[src/hdl/lpc_pkg.sv]
// constants for the lcd power, display-enable and clock-source control block
// assumes command bytes arrive whole from the serial front end as one-cycle strobes

package lpc_pkg;

   // ----------------------------------------------------------------
   // clock and oscillator timing
   // ----------------------------------------------------------------
   localparam int unsigned REF_CLK_HZ     = 125_000_000;
   localparam int unsigned OSC_FREQ_HZ    = 230_000;
   // longest period at the oscillator rate, rounded down
   localparam int unsigned OSC_DIV_CYCLES = REF_CLK_HZ / OSC_FREQ_HZ;
   localparam int unsigned OSC_CNT_W      = 10;

   // intermediate prescale factor and frame divide
   localparam int unsigned PRESCALE_Q     = 24;
   localparam int unsigned PRESCALE_HALF  = PRESCALE_Q / 2;
   localparam int unsigned FRAME_DIV      = 48;
   localparam int unsigned DIV_CNT_W      = 6;

   // ----------------------------------------------------------------
   // command decoding
   // ----------------------------------------------------------------
   localparam logic [4:0] CLK_SETUP_PATTERN  = 5'h03;
   localparam logic [3:0] MODE_SETUP_PATTERN = 4'h5;

   // clock-setup field positions
   localparam int unsigned EXT_RATE_BIT   = 2;
   localparam int unsigned PIN_OE_BIT     = 1;
   localparam int unsigned SRC_SEL_BIT    = 0;
   // mode-setup field positions
   localparam int unsigned LOW_POWER_POS  = 1;
   localparam int unsigned DISP_ON_POS    = 0;

   // reset values
   localparam logic RST_EXT_RATE   = 1'b0;
   localparam logic RST_PIN_OE     = 1'b0;
   localparam logic RST_SRC_SEL    = 1'b0;
   localparam logic RST_LOW_POWER  = 1'b0;
   localparam logic RST_DISP_ON    = 1'b0;

   // lcd output widths
   localparam int unsigned NUM_BACKPLANES = 8;
   localparam int unsigned NUM_SEGMENTS   = 40;

   // source in use by the timing chain
   typedef enum logic {LPC_SRC_INTERNAL, LPC_SRC_EXTERNAL} lpc_src_t;

endpackage

[src/hdl/lpc_power_clock_control.sv]
// power-down, display gating and clock-source control for the lcd driver
// assumes command bytes and the clock pin input are synchronous to ref_clk

`timescale 1ns/1ps

module lpc_power_clock_control
(
   // clock and reset
   input  wire logic                                  ref_clk,
   input  wire logic                                  reset,
   // command bytes from the serial front end
   input  wire logic                                  cmd_valid,
   input  wire logic [7:0]                            cmd_byte,
   // raw lcd drive levels from the waveform generator
   input  wire logic [lpc_pkg::NUM_BACKPLANES-1:0]    backplane_raw,
   input  wire logic [lpc_pkg::NUM_SEGMENTS-1:0]      segment_raw,
   // gated lcd outputs
   output logic      [lpc_pkg::NUM_BACKPLANES-1:0]    backplane_out,
   output logic      [lpc_pkg::NUM_SEGMENTS-1:0]      segment_out,
   // shared clock pin
   input  wire logic                                  shared_clock_pin_in,
   output logic                                       shared_clock_pin_out,
   output logic                                       shared_clock_pin_oe,
   // timing enables to the lcd logic
   output logic                                       lcd_clk_tick,
   output logic                                       frame_tick,
   // status
   output logic                                       oscillator_running,
   output logic                                       display_active,
   output logic                                       low_power_bit,
   output logic                                       clock_source_select,
   output logic                                       clock_pin_output_enable,
   output logic                                       external_rate_select
);

   // ----------------------------------------------------------------
   // declarations
   // ----------------------------------------------------------------
   logic                                low_power_q;
   logic                                disp_on_q;
   logic                                src_sel_q;
   logic                                pin_oe_q;
   logic                                ext_rate_q;
   logic                                is_clk_setup;
   logic                                is_mode_setup;
   logic                                osc_run;
   logic [lpc_pkg::OSC_CNT_W-1:0]       osc_cnt_q;
   logic                                osc_tick;
   logic                                pin_in_q;
   logic                                ext_edge;
   lpc_pkg::lpc_src_t                   active_src_q;
   lpc_pkg::lpc_src_t                   wanted_src;
   logic                                wanted_tick;
   logic                                raw_tick;
   logic                                prescale_bypass;
   logic [lpc_pkg::DIV_CNT_W-1:0]       pre_cnt_q;
   logic                                inter_tick;
   logic                                inter_level_q;
   logic [lpc_pkg::DIV_CNT_W-1:0]       frame_cnt_q;
   logic                                drive_enable;

   // wrap test used by both divider counters
   function automatic logic at_last(input logic [lpc_pkg::DIV_CNT_W-1:0] cnt,
                                    input int unsigned                   div);
      at_last = (cnt == lpc_pkg::DIV_CNT_W'(div - 1));
   endfunction

   // ----------------------------------------------------------------
   // command decode
   // ----------------------------------------------------------------
   // fixed upper patterns identify the two commands handled here
   assign is_clk_setup  = cmd_valid && (cmd_byte[7:3] == lpc_pkg::CLK_SETUP_PATTERN);
   assign is_mode_setup = cmd_valid && (cmd_byte[7:4] == lpc_pkg::MODE_SETUP_PATTERN);

   // clock-setup bits held until rewritten or reset
   always_ff @(posedge ref_clk or posedge reset)
   begin
      if (reset)
      begin
         ext_rate_q <= lpc_pkg::RST_EXT_RATE;
         pin_oe_q   <= lpc_pkg::RST_PIN_OE;
         src_sel_q  <= lpc_pkg::RST_SRC_SEL;
      end
      else if (is_clk_setup)
      begin
         ext_rate_q <= cmd_byte[lpc_pkg::EXT_RATE_BIT];
         pin_oe_q   <= cmd_byte[lpc_pkg::PIN_OE_BIT];
         src_sel_q  <= cmd_byte[lpc_pkg::SRC_SEL_BIT];
      end
   end

   // mode-setup bits held until rewritten or reset
   always_ff @(posedge ref_clk or posedge reset)
   begin
      if (reset)
      begin
         low_power_q <= lpc_pkg::RST_LOW_POWER;
         disp_on_q   <= lpc_pkg::RST_DISP_ON;
      end
      else if (is_mode_setup)
      begin
         low_power_q <= cmd_byte[lpc_pkg::LOW_POWER_POS];
         disp_on_q   <= cmd_byte[lpc_pkg::DISP_ON_POS];
      end
   end

   // ----------------------------------------------------------------
   // internal oscillator
   // ----------------------------------------------------------------
   // stopped in power-down and whenever the external source is chosen
   assign osc_run = !low_power_q && !src_sel_q;

   // oscillator model: one tick per oscillator period
   always_ff @(posedge ref_clk or posedge reset)
   begin
      if (reset)
         osc_cnt_q <= '0;
      else if (!osc_run)
         osc_cnt_q <= '0;
      else if (osc_cnt_q == lpc_pkg::OSC_CNT_W'(lpc_pkg::OSC_DIV_CYCLES - 1))
         osc_cnt_q <= '0;
      else
         osc_cnt_q <= osc_cnt_q + 1'b1;
   end

   assign osc_tick = osc_run &&
                     (osc_cnt_q == lpc_pkg::OSC_CNT_W'(lpc_pkg::OSC_DIV_CYCLES - 1));

   // ----------------------------------------------------------------
   // external clock input
   // ----------------------------------------------------------------
   // previous pin level for rising-edge detection
   always_ff @(posedge ref_clk or posedge reset)
   begin
      if (reset)
         pin_in_q <= 1'b0;
      else
         pin_in_q <= shared_clock_pin_in;
   end

   // pin level ignored while powered down, floating is harmless
   assign ext_edge = src_sel_q && !low_power_q &&
                     shared_clock_pin_in && !pin_in_q;

   // ----------------------------------------------------------------
   // source switch-over
   // ----------------------------------------------------------------
   // hand over only on the new source's own edge, so no period is cut short
   assign wanted_src  = src_sel_q ? lpc_pkg::LPC_SRC_EXTERNAL : lpc_pkg::LPC_SRC_INTERNAL;
   assign wanted_tick = src_sel_q ? ext_edge : osc_tick;

   always_ff @(posedge ref_clk or posedge reset)
   begin
      if (reset)
         active_src_q <= lpc_pkg::LPC_SRC_INTERNAL;
      else if (active_src_q != wanted_src && wanted_tick)
         active_src_q <= wanted_src;
   end

   // ticks pass only while the active source matches the wanted one
   assign raw_tick = (active_src_q == wanted_src) && wanted_tick;

   // ----------------------------------------------------------------
   // prescaler and frame divider
   // ----------------------------------------------------------------
   // low external rate skips the prescaler
   assign prescale_bypass = src_sel_q && !ext_rate_q;

   always_ff @(posedge ref_clk or posedge reset)
   begin
      if (reset)
         pre_cnt_q <= '0;
      else if (prescale_bypass || active_src_q != wanted_src)
         pre_cnt_q <= '0;
      else if (raw_tick)
         pre_cnt_q <= at_last(pre_cnt_q, lpc_pkg::PRESCALE_Q) ?
                      '0 : pre_cnt_q + 1'b1;
   end

   assign inter_tick = prescale_bypass ? raw_tick :
                       (raw_tick && at_last(pre_cnt_q, lpc_pkg::PRESCALE_Q));

   // intermediate clock level, square wave at the prescaled rate while the internal oscillator runs, held low otherwise
   always_ff @(posedge ref_clk or posedge reset)
   begin
      if (reset)
         inter_level_q <= 1'b0;
      else if (!osc_run)
         inter_level_q <= 1'b0;
      else if (raw_tick)
      begin
         if (at_last(pre_cnt_q, lpc_pkg::PRESCALE_HALF))
            inter_level_q <= 1'b1;
         else if (at_last(pre_cnt_q, lpc_pkg::PRESCALE_Q))
            inter_level_q <= 1'b0;
      end
   end

   // frame counter over intermediate ticks
   always_ff @(posedge ref_clk or posedge reset)
   begin
      if (reset)
         frame_cnt_q <= '0;
      else if (active_src_q != wanted_src)
         frame_cnt_q <= '0;
      else if (inter_tick)
         frame_cnt_q <= at_last(frame_cnt_q, lpc_pkg::FRAME_DIV) ?
                        '0 : frame_cnt_q + 1'b1;
   end

   // registered timing enables
   always_ff @(posedge ref_clk or posedge reset)
   begin
      if (reset)
      begin
         lcd_clk_tick <= 1'b0;
         frame_tick   <= 1'b0;
      end
      else
      begin
         lcd_clk_tick <= raw_tick;
         frame_tick   <= inter_tick && at_last(frame_cnt_q, lpc_pkg::FRAME_DIV);
      end
   end

   // ----------------------------------------------------------------
   // lcd output gating
   // ----------------------------------------------------------------
   // power-down or display off forces ground, no frame alignment
   assign drive_enable = disp_on_q && !low_power_q;

   always_ff @(posedge ref_clk or posedge reset)
   begin
      if (reset)
      begin
         backplane_out <= '0;
         segment_out   <= '0;
      end
      else
      begin
         backplane_out <= drive_enable ? backplane_raw : '0;
         segment_out   <= drive_enable ? segment_raw : '0;
      end
   end

   // ----------------------------------------------------------------
   // shared clock pin
   // ----------------------------------------------------------------
   // driven only with internal source and output enabled; high in power-down
   always_ff @(posedge ref_clk or posedge reset)
   begin
      if (reset)
      begin
         shared_clock_pin_oe  <= 1'b0;
         shared_clock_pin_out <= 1'b0;
      end
      else
      begin
         shared_clock_pin_oe  <= pin_oe_q && !src_sel_q;
         shared_clock_pin_out <= low_power_q ? 1'b1 : inter_level_q;
      end
   end

   // ----------------------------------------------------------------
   // status
   // ----------------------------------------------------------------
   assign oscillator_running      = osc_run;
   assign display_active          = drive_enable;
   assign low_power_bit           = low_power_q;
   assign clock_source_select     = src_sel_q;
   assign clock_pin_output_enable = pin_oe_q;
   assign external_rate_select    = ext_rate_q;

endmodule // lpc_power_clock_control

[config.mk]
export PLATFORM = sky130hd
export DESIGN_NAME = lpc_power_clock_control
export DESIGN_NICKNAME = d
export VERILOG_FILES = /design/src/hdl/lpc_pkg.sv /design/src/hdl/lpc_power_clock_control.sv
export SDC_FILE = /design/constraint.sdc
export NUM_CORES = 1
export LEC_CHECK = 0
export BUFFER_PORTS_ARGS = -buffer_cell sky130_fd_sc_hd__buf_2
export CAP_MARGIN = 20
export CORE_ASPECT_RATIO = 0.9
export CORE_MARGIN = 2
export CORE_UTILIZATION = 36
export CTS_CLUSTER_DIAMETER = 80
export DETAILED_ROUTE_END_ITERATION = 16
export GPL_TIMING_DRIVEN = 0
export PLACE_DENSITY = 0.62
export SLEW_MARGIN = 20
export SYNTH_ARGS = -nofsm -noshare
export SYNTH_HDL_FRONTEND = slang
export SYNTH_SLANG_ARGS = --single-unit
[constraint.sdc]
create_clock -name ref_clk -period 5.4 [get_ports ref_clk]
set_input_delay 0.81 -clock ref_clk [delete_from_list [all_inputs] [get_ports ref_clk]]
set_output_delay 0.81 -clock ref_clk [all_outputs]
set_load 0.05 [all_outputs]
# After elaboration in Yosys (flattened, before gate mapping)

Cells that the tools add are included.

Equality and inequality tests: 10
Multiplexer cells: 18
$add $sub $neg: 3
Reductions and logical operators: 22

Operators with widths:

| cell                                                                    | count |
|---|---|
| 40-bit 2-to-1 mux                                                       | 1 |
| 6-bit 2-to-1 mux                                                        | 6 |
| 10-bit 2-to-1 mux                                                       | 2 |
| 1-bit logical AND                                                       | 14 |
| 6-bit by 1-bit adder with 6-bit output, second input constant           | 2 |
| 10-bit by 1-bit adder with 10-bit output, second input constant         | 1 |
| 10-bit equality test, second input constant                             | 1 |
| 1-bit 2-to-1 mux                                                        | 8 |
| 8-bit 2-to-1 mux                                                        | 1 |
| 6-bit by 4-bit equality test with 1-bit output, second input constant   | 1 |
| 6-bit by 5-bit equality test with 1-bit output, second input constant   | 1 |
| 6-bit equality test, second input constant                              | 1 |
| 5-bit by 2-bit equality test with 1-bit output, second input constant   | 1 |
| 4-bit by 3-bit equality test with 1-bit output, second input constant   | 1 |
| 1-bit logical NOT                                                       | 4 |
| 2-bit nonzero test                                                      | 2 |
| 3-bit by 1-bit inequality test with 1-bit output, second input constant | 1 |
| 2-bit by 1-bit inequality test with 1-bit output, second input constant | 1 |
| 2-bit AND reduction                                                     | 1 |
| 1-bit equality test                                                     | 1 |
| 1-bit logical OR                                                        | 1 |
| 1-bit inequality test                                                   | 1 |

Bits in registers: 82
Bits of input ports: 60
Word-level logic and storage cells: 70

# Depth between registers and ports, before layout

Depth in word-level cells: 10
Gate-level depth with buffers: 7

# Least setup slack after synthesis

OpenSTA, ideal clock, no wires.

Path type: reg-to-output
Start point: reg low_power_q (netlist: low_power_bit)
End point: out display_active
Arrival time: 1.463 ns
Stages on the path, launching flop included: 3
Setup slack: 3.127 ns
Path buffers: 1
Cell sequence: dfrtp_1 > nor2b_1 > clkbuf_1

Longest elaborated chain between the ends: 2

Ends and longest elaborated chain:

| element                | RTL line                       | RTL |
|---|---|---|
| from (decl)            | lpc_power_clock_control.sv:39  | `logic low_power_q;` |
| from (signal assigned) | lpc_power_clock_control.sv:97  | `low_power_q <= lpc_pkg::RST_LOW_POWER;` |
| from (signal assigned) | lpc_power_clock_control.sv:102 | `low_power_q <= cmd_byte[lpc_pkg::LOW_POWER_POS];` |
| 1-bit logical NOT      | lpc_power_clock_control.sv:230 | `assign drive_enable = disp_on_q && !low_power_q;` |
| 1-bit logical AND      | lpc_power_clock_control.sv:230 |  |
| to (decl)              | lpc_power_clock_control.sv:29  | `output logic display_active,` |

Every way passes these cells.

# Worst setup path in the final report

Ends and elaborated chain as after synthesis.

==> results.md <==
- The run finished with clean final reports.
- The routability congestion estimate from global placement is 0.858.
- In this run, synthesis produced a sequential element count of 82.
- For this configuration, the core starts out at a cell density of 36.7%.
- After synthesis, the largest area contributor takes up 62.2% of total cell area.
- In this run the tightest slew margin relative to its limit is a little over two fifths.
- The critical setup path kind is flop to output pin.
- At the placement stage, the worst setup path has a slack of 3130 ps.
- After the flow finishes, the layout carries non-filler instances totaling roughly 530.
- The cell count after placement is 515.
- The mean cell area of the mapped netlist is 12.0 um^2.
- The maximum clock skew at final layout is 9.53 ps.
- The type of element capturing the critical path is an output pin.
- By area the synthesized netlist is led by sky130_fd_sc_hd__dfrtp_1 (62%), sky130_fd_sc_hd__and2_1 (9.7%), sky130_fd_sc_hd__nand2_1 (2.0%).
- The cell area that synthesis handed to floorplanning was 3300 um^2.
- In the synthesized netlist the dominant register cell turns out to be sky130_fd_sc_hd__dfrtp_1.
- The number of nets in the synthesized netlist is 339.
- The share of power burned in the clock network is approximately 26%.
- In this run, CTS created clock tree buffers numbering 9.
- For this run, the share of the core covered by cells in the final layout is between 40 and 50%.
- Post-CTS timing repair inserted 0 buffers for setup.
- The number of global-route vias before repair is 2399.
- In the synthesized netlist the async set-or-reset flop fraction comes to 100%.
- The clock root buffer is sky130_fd_sc_hd__clkbuf_8.
- The die span in x is ~100 um.
- Static timing analysis puts the maximum clock frequency at 0.382 GHz.
- The initial antenna violation count was 0.
- The final setup slack of the worst path is 2780 ps.
- The sequential power share is 45.8%.
- The number of DRC markers in iteration 0 is about 110.
- The synthesized design spends more area on one cell type than any other, namely sky130_fd_sc_hd__dfrtp_1.
- Summed over all nets, the switching power comes to 0.594 mW.
- After clock tree synthesis, the clock-pin slew on the worst setup and hold paths is 80 ps.
- The design area is 4240 um^2.
- The number of core rows is 33.
- Counting along the longest clock path gives a buffer depth of 2.
- The internal power contribution is 0.960 mW.
- After detailed routing, the average wire length per cell comes to 13.2 um.
- The largest net degree at the start of global routing is 43.
- For this design, the sink count on the clock tree is 82.
- The startpoint class of the critical path is a flop.
- The number of unique standard cell types used by synthesis is 47.
- The number of endpoints with negative hold slack in the final report was 0.
- Hold is met by 481 ps.
- The required time reported for the critical path endpoint is between 4000 and 5000 ps.
- The number of enable flip-flop cells after synthesis is 0.
- The total power per unit cell area is 367 nW/um^2.
- The height of the die is about 95 um.
- For this design the static power due to leakage is 2.16 nW.
- The type of the worst min-delay path is flop to flop.
- The highest net fanout along the worst path is 10.
- The first-pass GRT wire length is 11500 um.
- The later pin in the worst-skew pair is clocked with a latency of 340 ps.
- Subtracting the final worst setup slack from the clock period gives ~2600 ps.
- Setup repair after global routing left no endpoint under its margin.
- The max-slew violation count is 0.
- The Yosys step of the flow raised 0 warnings.
- The final global-route overflow total is 0.
- After layout, the worst path uses 48.4% of the clock period.
- The commonest cells after synthesis are sky130_fd_sc_hd__dfrtp_1 (82), sky130_fd_sc_hd__and2_1 (51), sky130_fd_sc_hd__nand2_1 (18), sky130_fd_sc_hd__nand3_1 (13), sky130_fd_sc_hd__nor2_1 (13).
- The data arrival time at the worst-slack endpoint is 1810 ps.
- Before antenna repair, the detailed router went through 4 iterations.
- Cells with a size suffix above 1 make up 36.9% of the layout.
- The slew at the pin with the worst max-slew slack is 869 ps.
- The quantity of hold-fixing buffers added after cts is 0.
- In the global route stage, overall resource usage came out at 14.7%.
- After technology mapping, the gate count stands at 275.
- The final routed DRC violation total is 0.
- TritonCTS built the clock tree.
- Summed over all layers, the routed wires come to 6980 um.
- The startpoint identified for the worst register-to-register timing path is low_power_bit$_DFFE_PP0P_.
- The total negative slack for setup checks is 0 ps.
- Of the total power, combinational logic draws 28.4%.
- In the post-synthesis netlist, the cell with the most instances is sky130_fd_sc_hd__dfrtp_1.
- For flop-to-flop paths, the worst setup slack is 3500 ps.
- After legalization and detailed placement, the total HPWL measured ~5200 um.
- Using the TritonRoute via totals, the vias-per-cell ratio works out to approximately 4.6.
- The number of antenna-violating nets in the routed design is 0.
- In this run the worst setup path begins at low_power_bit$_DFFE_PP0P_.
- Across the run, the number of max-cap violations was 0.
- The H-tree was split into 3 levels.
- The number of antenna diodes in the final layout is 0.
- The core region is roughly 9000 um^2.
- The placed instance area is 4060 um^2.
- The share of the Yosys chip area taken by registers is 62.2%.
- Setup violations remaining at the end of the flow were counted as 0.
- The I/O pin total is 118.
- Net switching is 38.2% of the power.
- Compared with the post-synthesis result, the final layout area differs by 28.4%.
- The number of nets in the final layout is 468.
- The count of vias placed by the detailed router is ~2400.
- The worst IR drop on VDD is ~0.0002 V.
- The post-CTS resize count is 0.
- The overall power consumption is about 1.6 mW.
- The beginning of the worst hold path is inter_level_q$_DFFE_PP0P_.
- The count of buffers added on input and output ports is about 120.
- The die covers about 10000 um^2.
==> registers in the layout, summed over array words and instances, names as in the netlist, 6 cells and up <==
name	count
pre_cnt_q	6
segment_out	40
backplane_out	8
frame_cnt_q	6
osc_cnt_q	10
==> power by group through the flow <==
stage	clock network, mW	logic (mW)	registers (mW)
6_report	0.401	0.441	0.712
5_1_grt	0.437	0.473	0.721
4_1_cts	0.414	0.448	0.712
3_5_place_dp	0	0.447	0.723
3_3_place_gp	0	0.442	0.723
2_1_floorplan	0	0.126	0.920
==> cells by family after synthesis <==
| kind of cell | Yosys count | synth area share (%) |
|---|---|---|
| AOI/OAI and AO/OA | 29 | 6.48 |
| xor gates and xnor gates | 10 | 2.65 |
| adders and majority gates | 4 | 1.52 |
| buffers and inverters | 17 | 2.27 |
| DFF | 82 | 62.2 |
| muxes | 10 | 3.22 |
| and+or+nand+nor | 123 | 21.7 |
==> worst max-delay path: stages (launching register included) <==
cell and delay (ps):
sky130_fd_sc_hd__dfrtp_1 490, sky130_fd_sc_hd__nor2b_1 330, sky130_fd_sc_hd__clkbuf_1 310, sky130_fd_sc_hd__buf_2 330
==> cells in the final DEF, fill, tap and decap left out, drive strengths merged, types with 5 or more instances in the layout <==
master,instances
xnor2,5
clkbuf,18
o21ai,5
nand3,13
nor2,14
inv,7
mux2i,5
buf,122
xor2,5
a21oi,6
mux2,5
dfrtp,82
nand2,18
and2,51
==> layer usage <==
layer  wire length, um  vias to the layer above  part of all wire (%)  global-route usage, %
li1                  -                     1188                     -                      -
met1              3100                     1143                    44                   18.1
met2              3080                       95                    44                   22.9
met3               694                        8                   9.9                   6.35
met4               107                        0                   1.5                   5.67
met5                 0                        -                     0                      0
==> path summary, 6_finish.rpt <==
kind / end / cells after the start
worst max-delay path: display_active / 3
worst min-delay path: shared_clock_pin_out$_DFF_PP0_ / 1
worst max register to register: frame_cnt_q[4]$_DFFE_PP0P_ / 5
worst min register to register: shared_clock_pin_out$_DFF_PP0_ / 1
max in group asynchronous: frame_cnt_q[4]$_DFFE_PP0P_ / 3
min in group asynchronous: backplane_out[3]$_DFF_PP0_ / 2
==> final cells by class <==
type	count	area [um^2]
Tap cell	122	153
Inverter	5	21.3
Fill cell	895	4760
Buffer	12	56.3
Clock buffer	10	128
Sequential cell	82	2050
Timing Repair Buffer	118	606
Multi-Input combinational cell	176	1170
Clock inverter	6	48.8
Note: power is estimated with default switching activity, not from simulation.
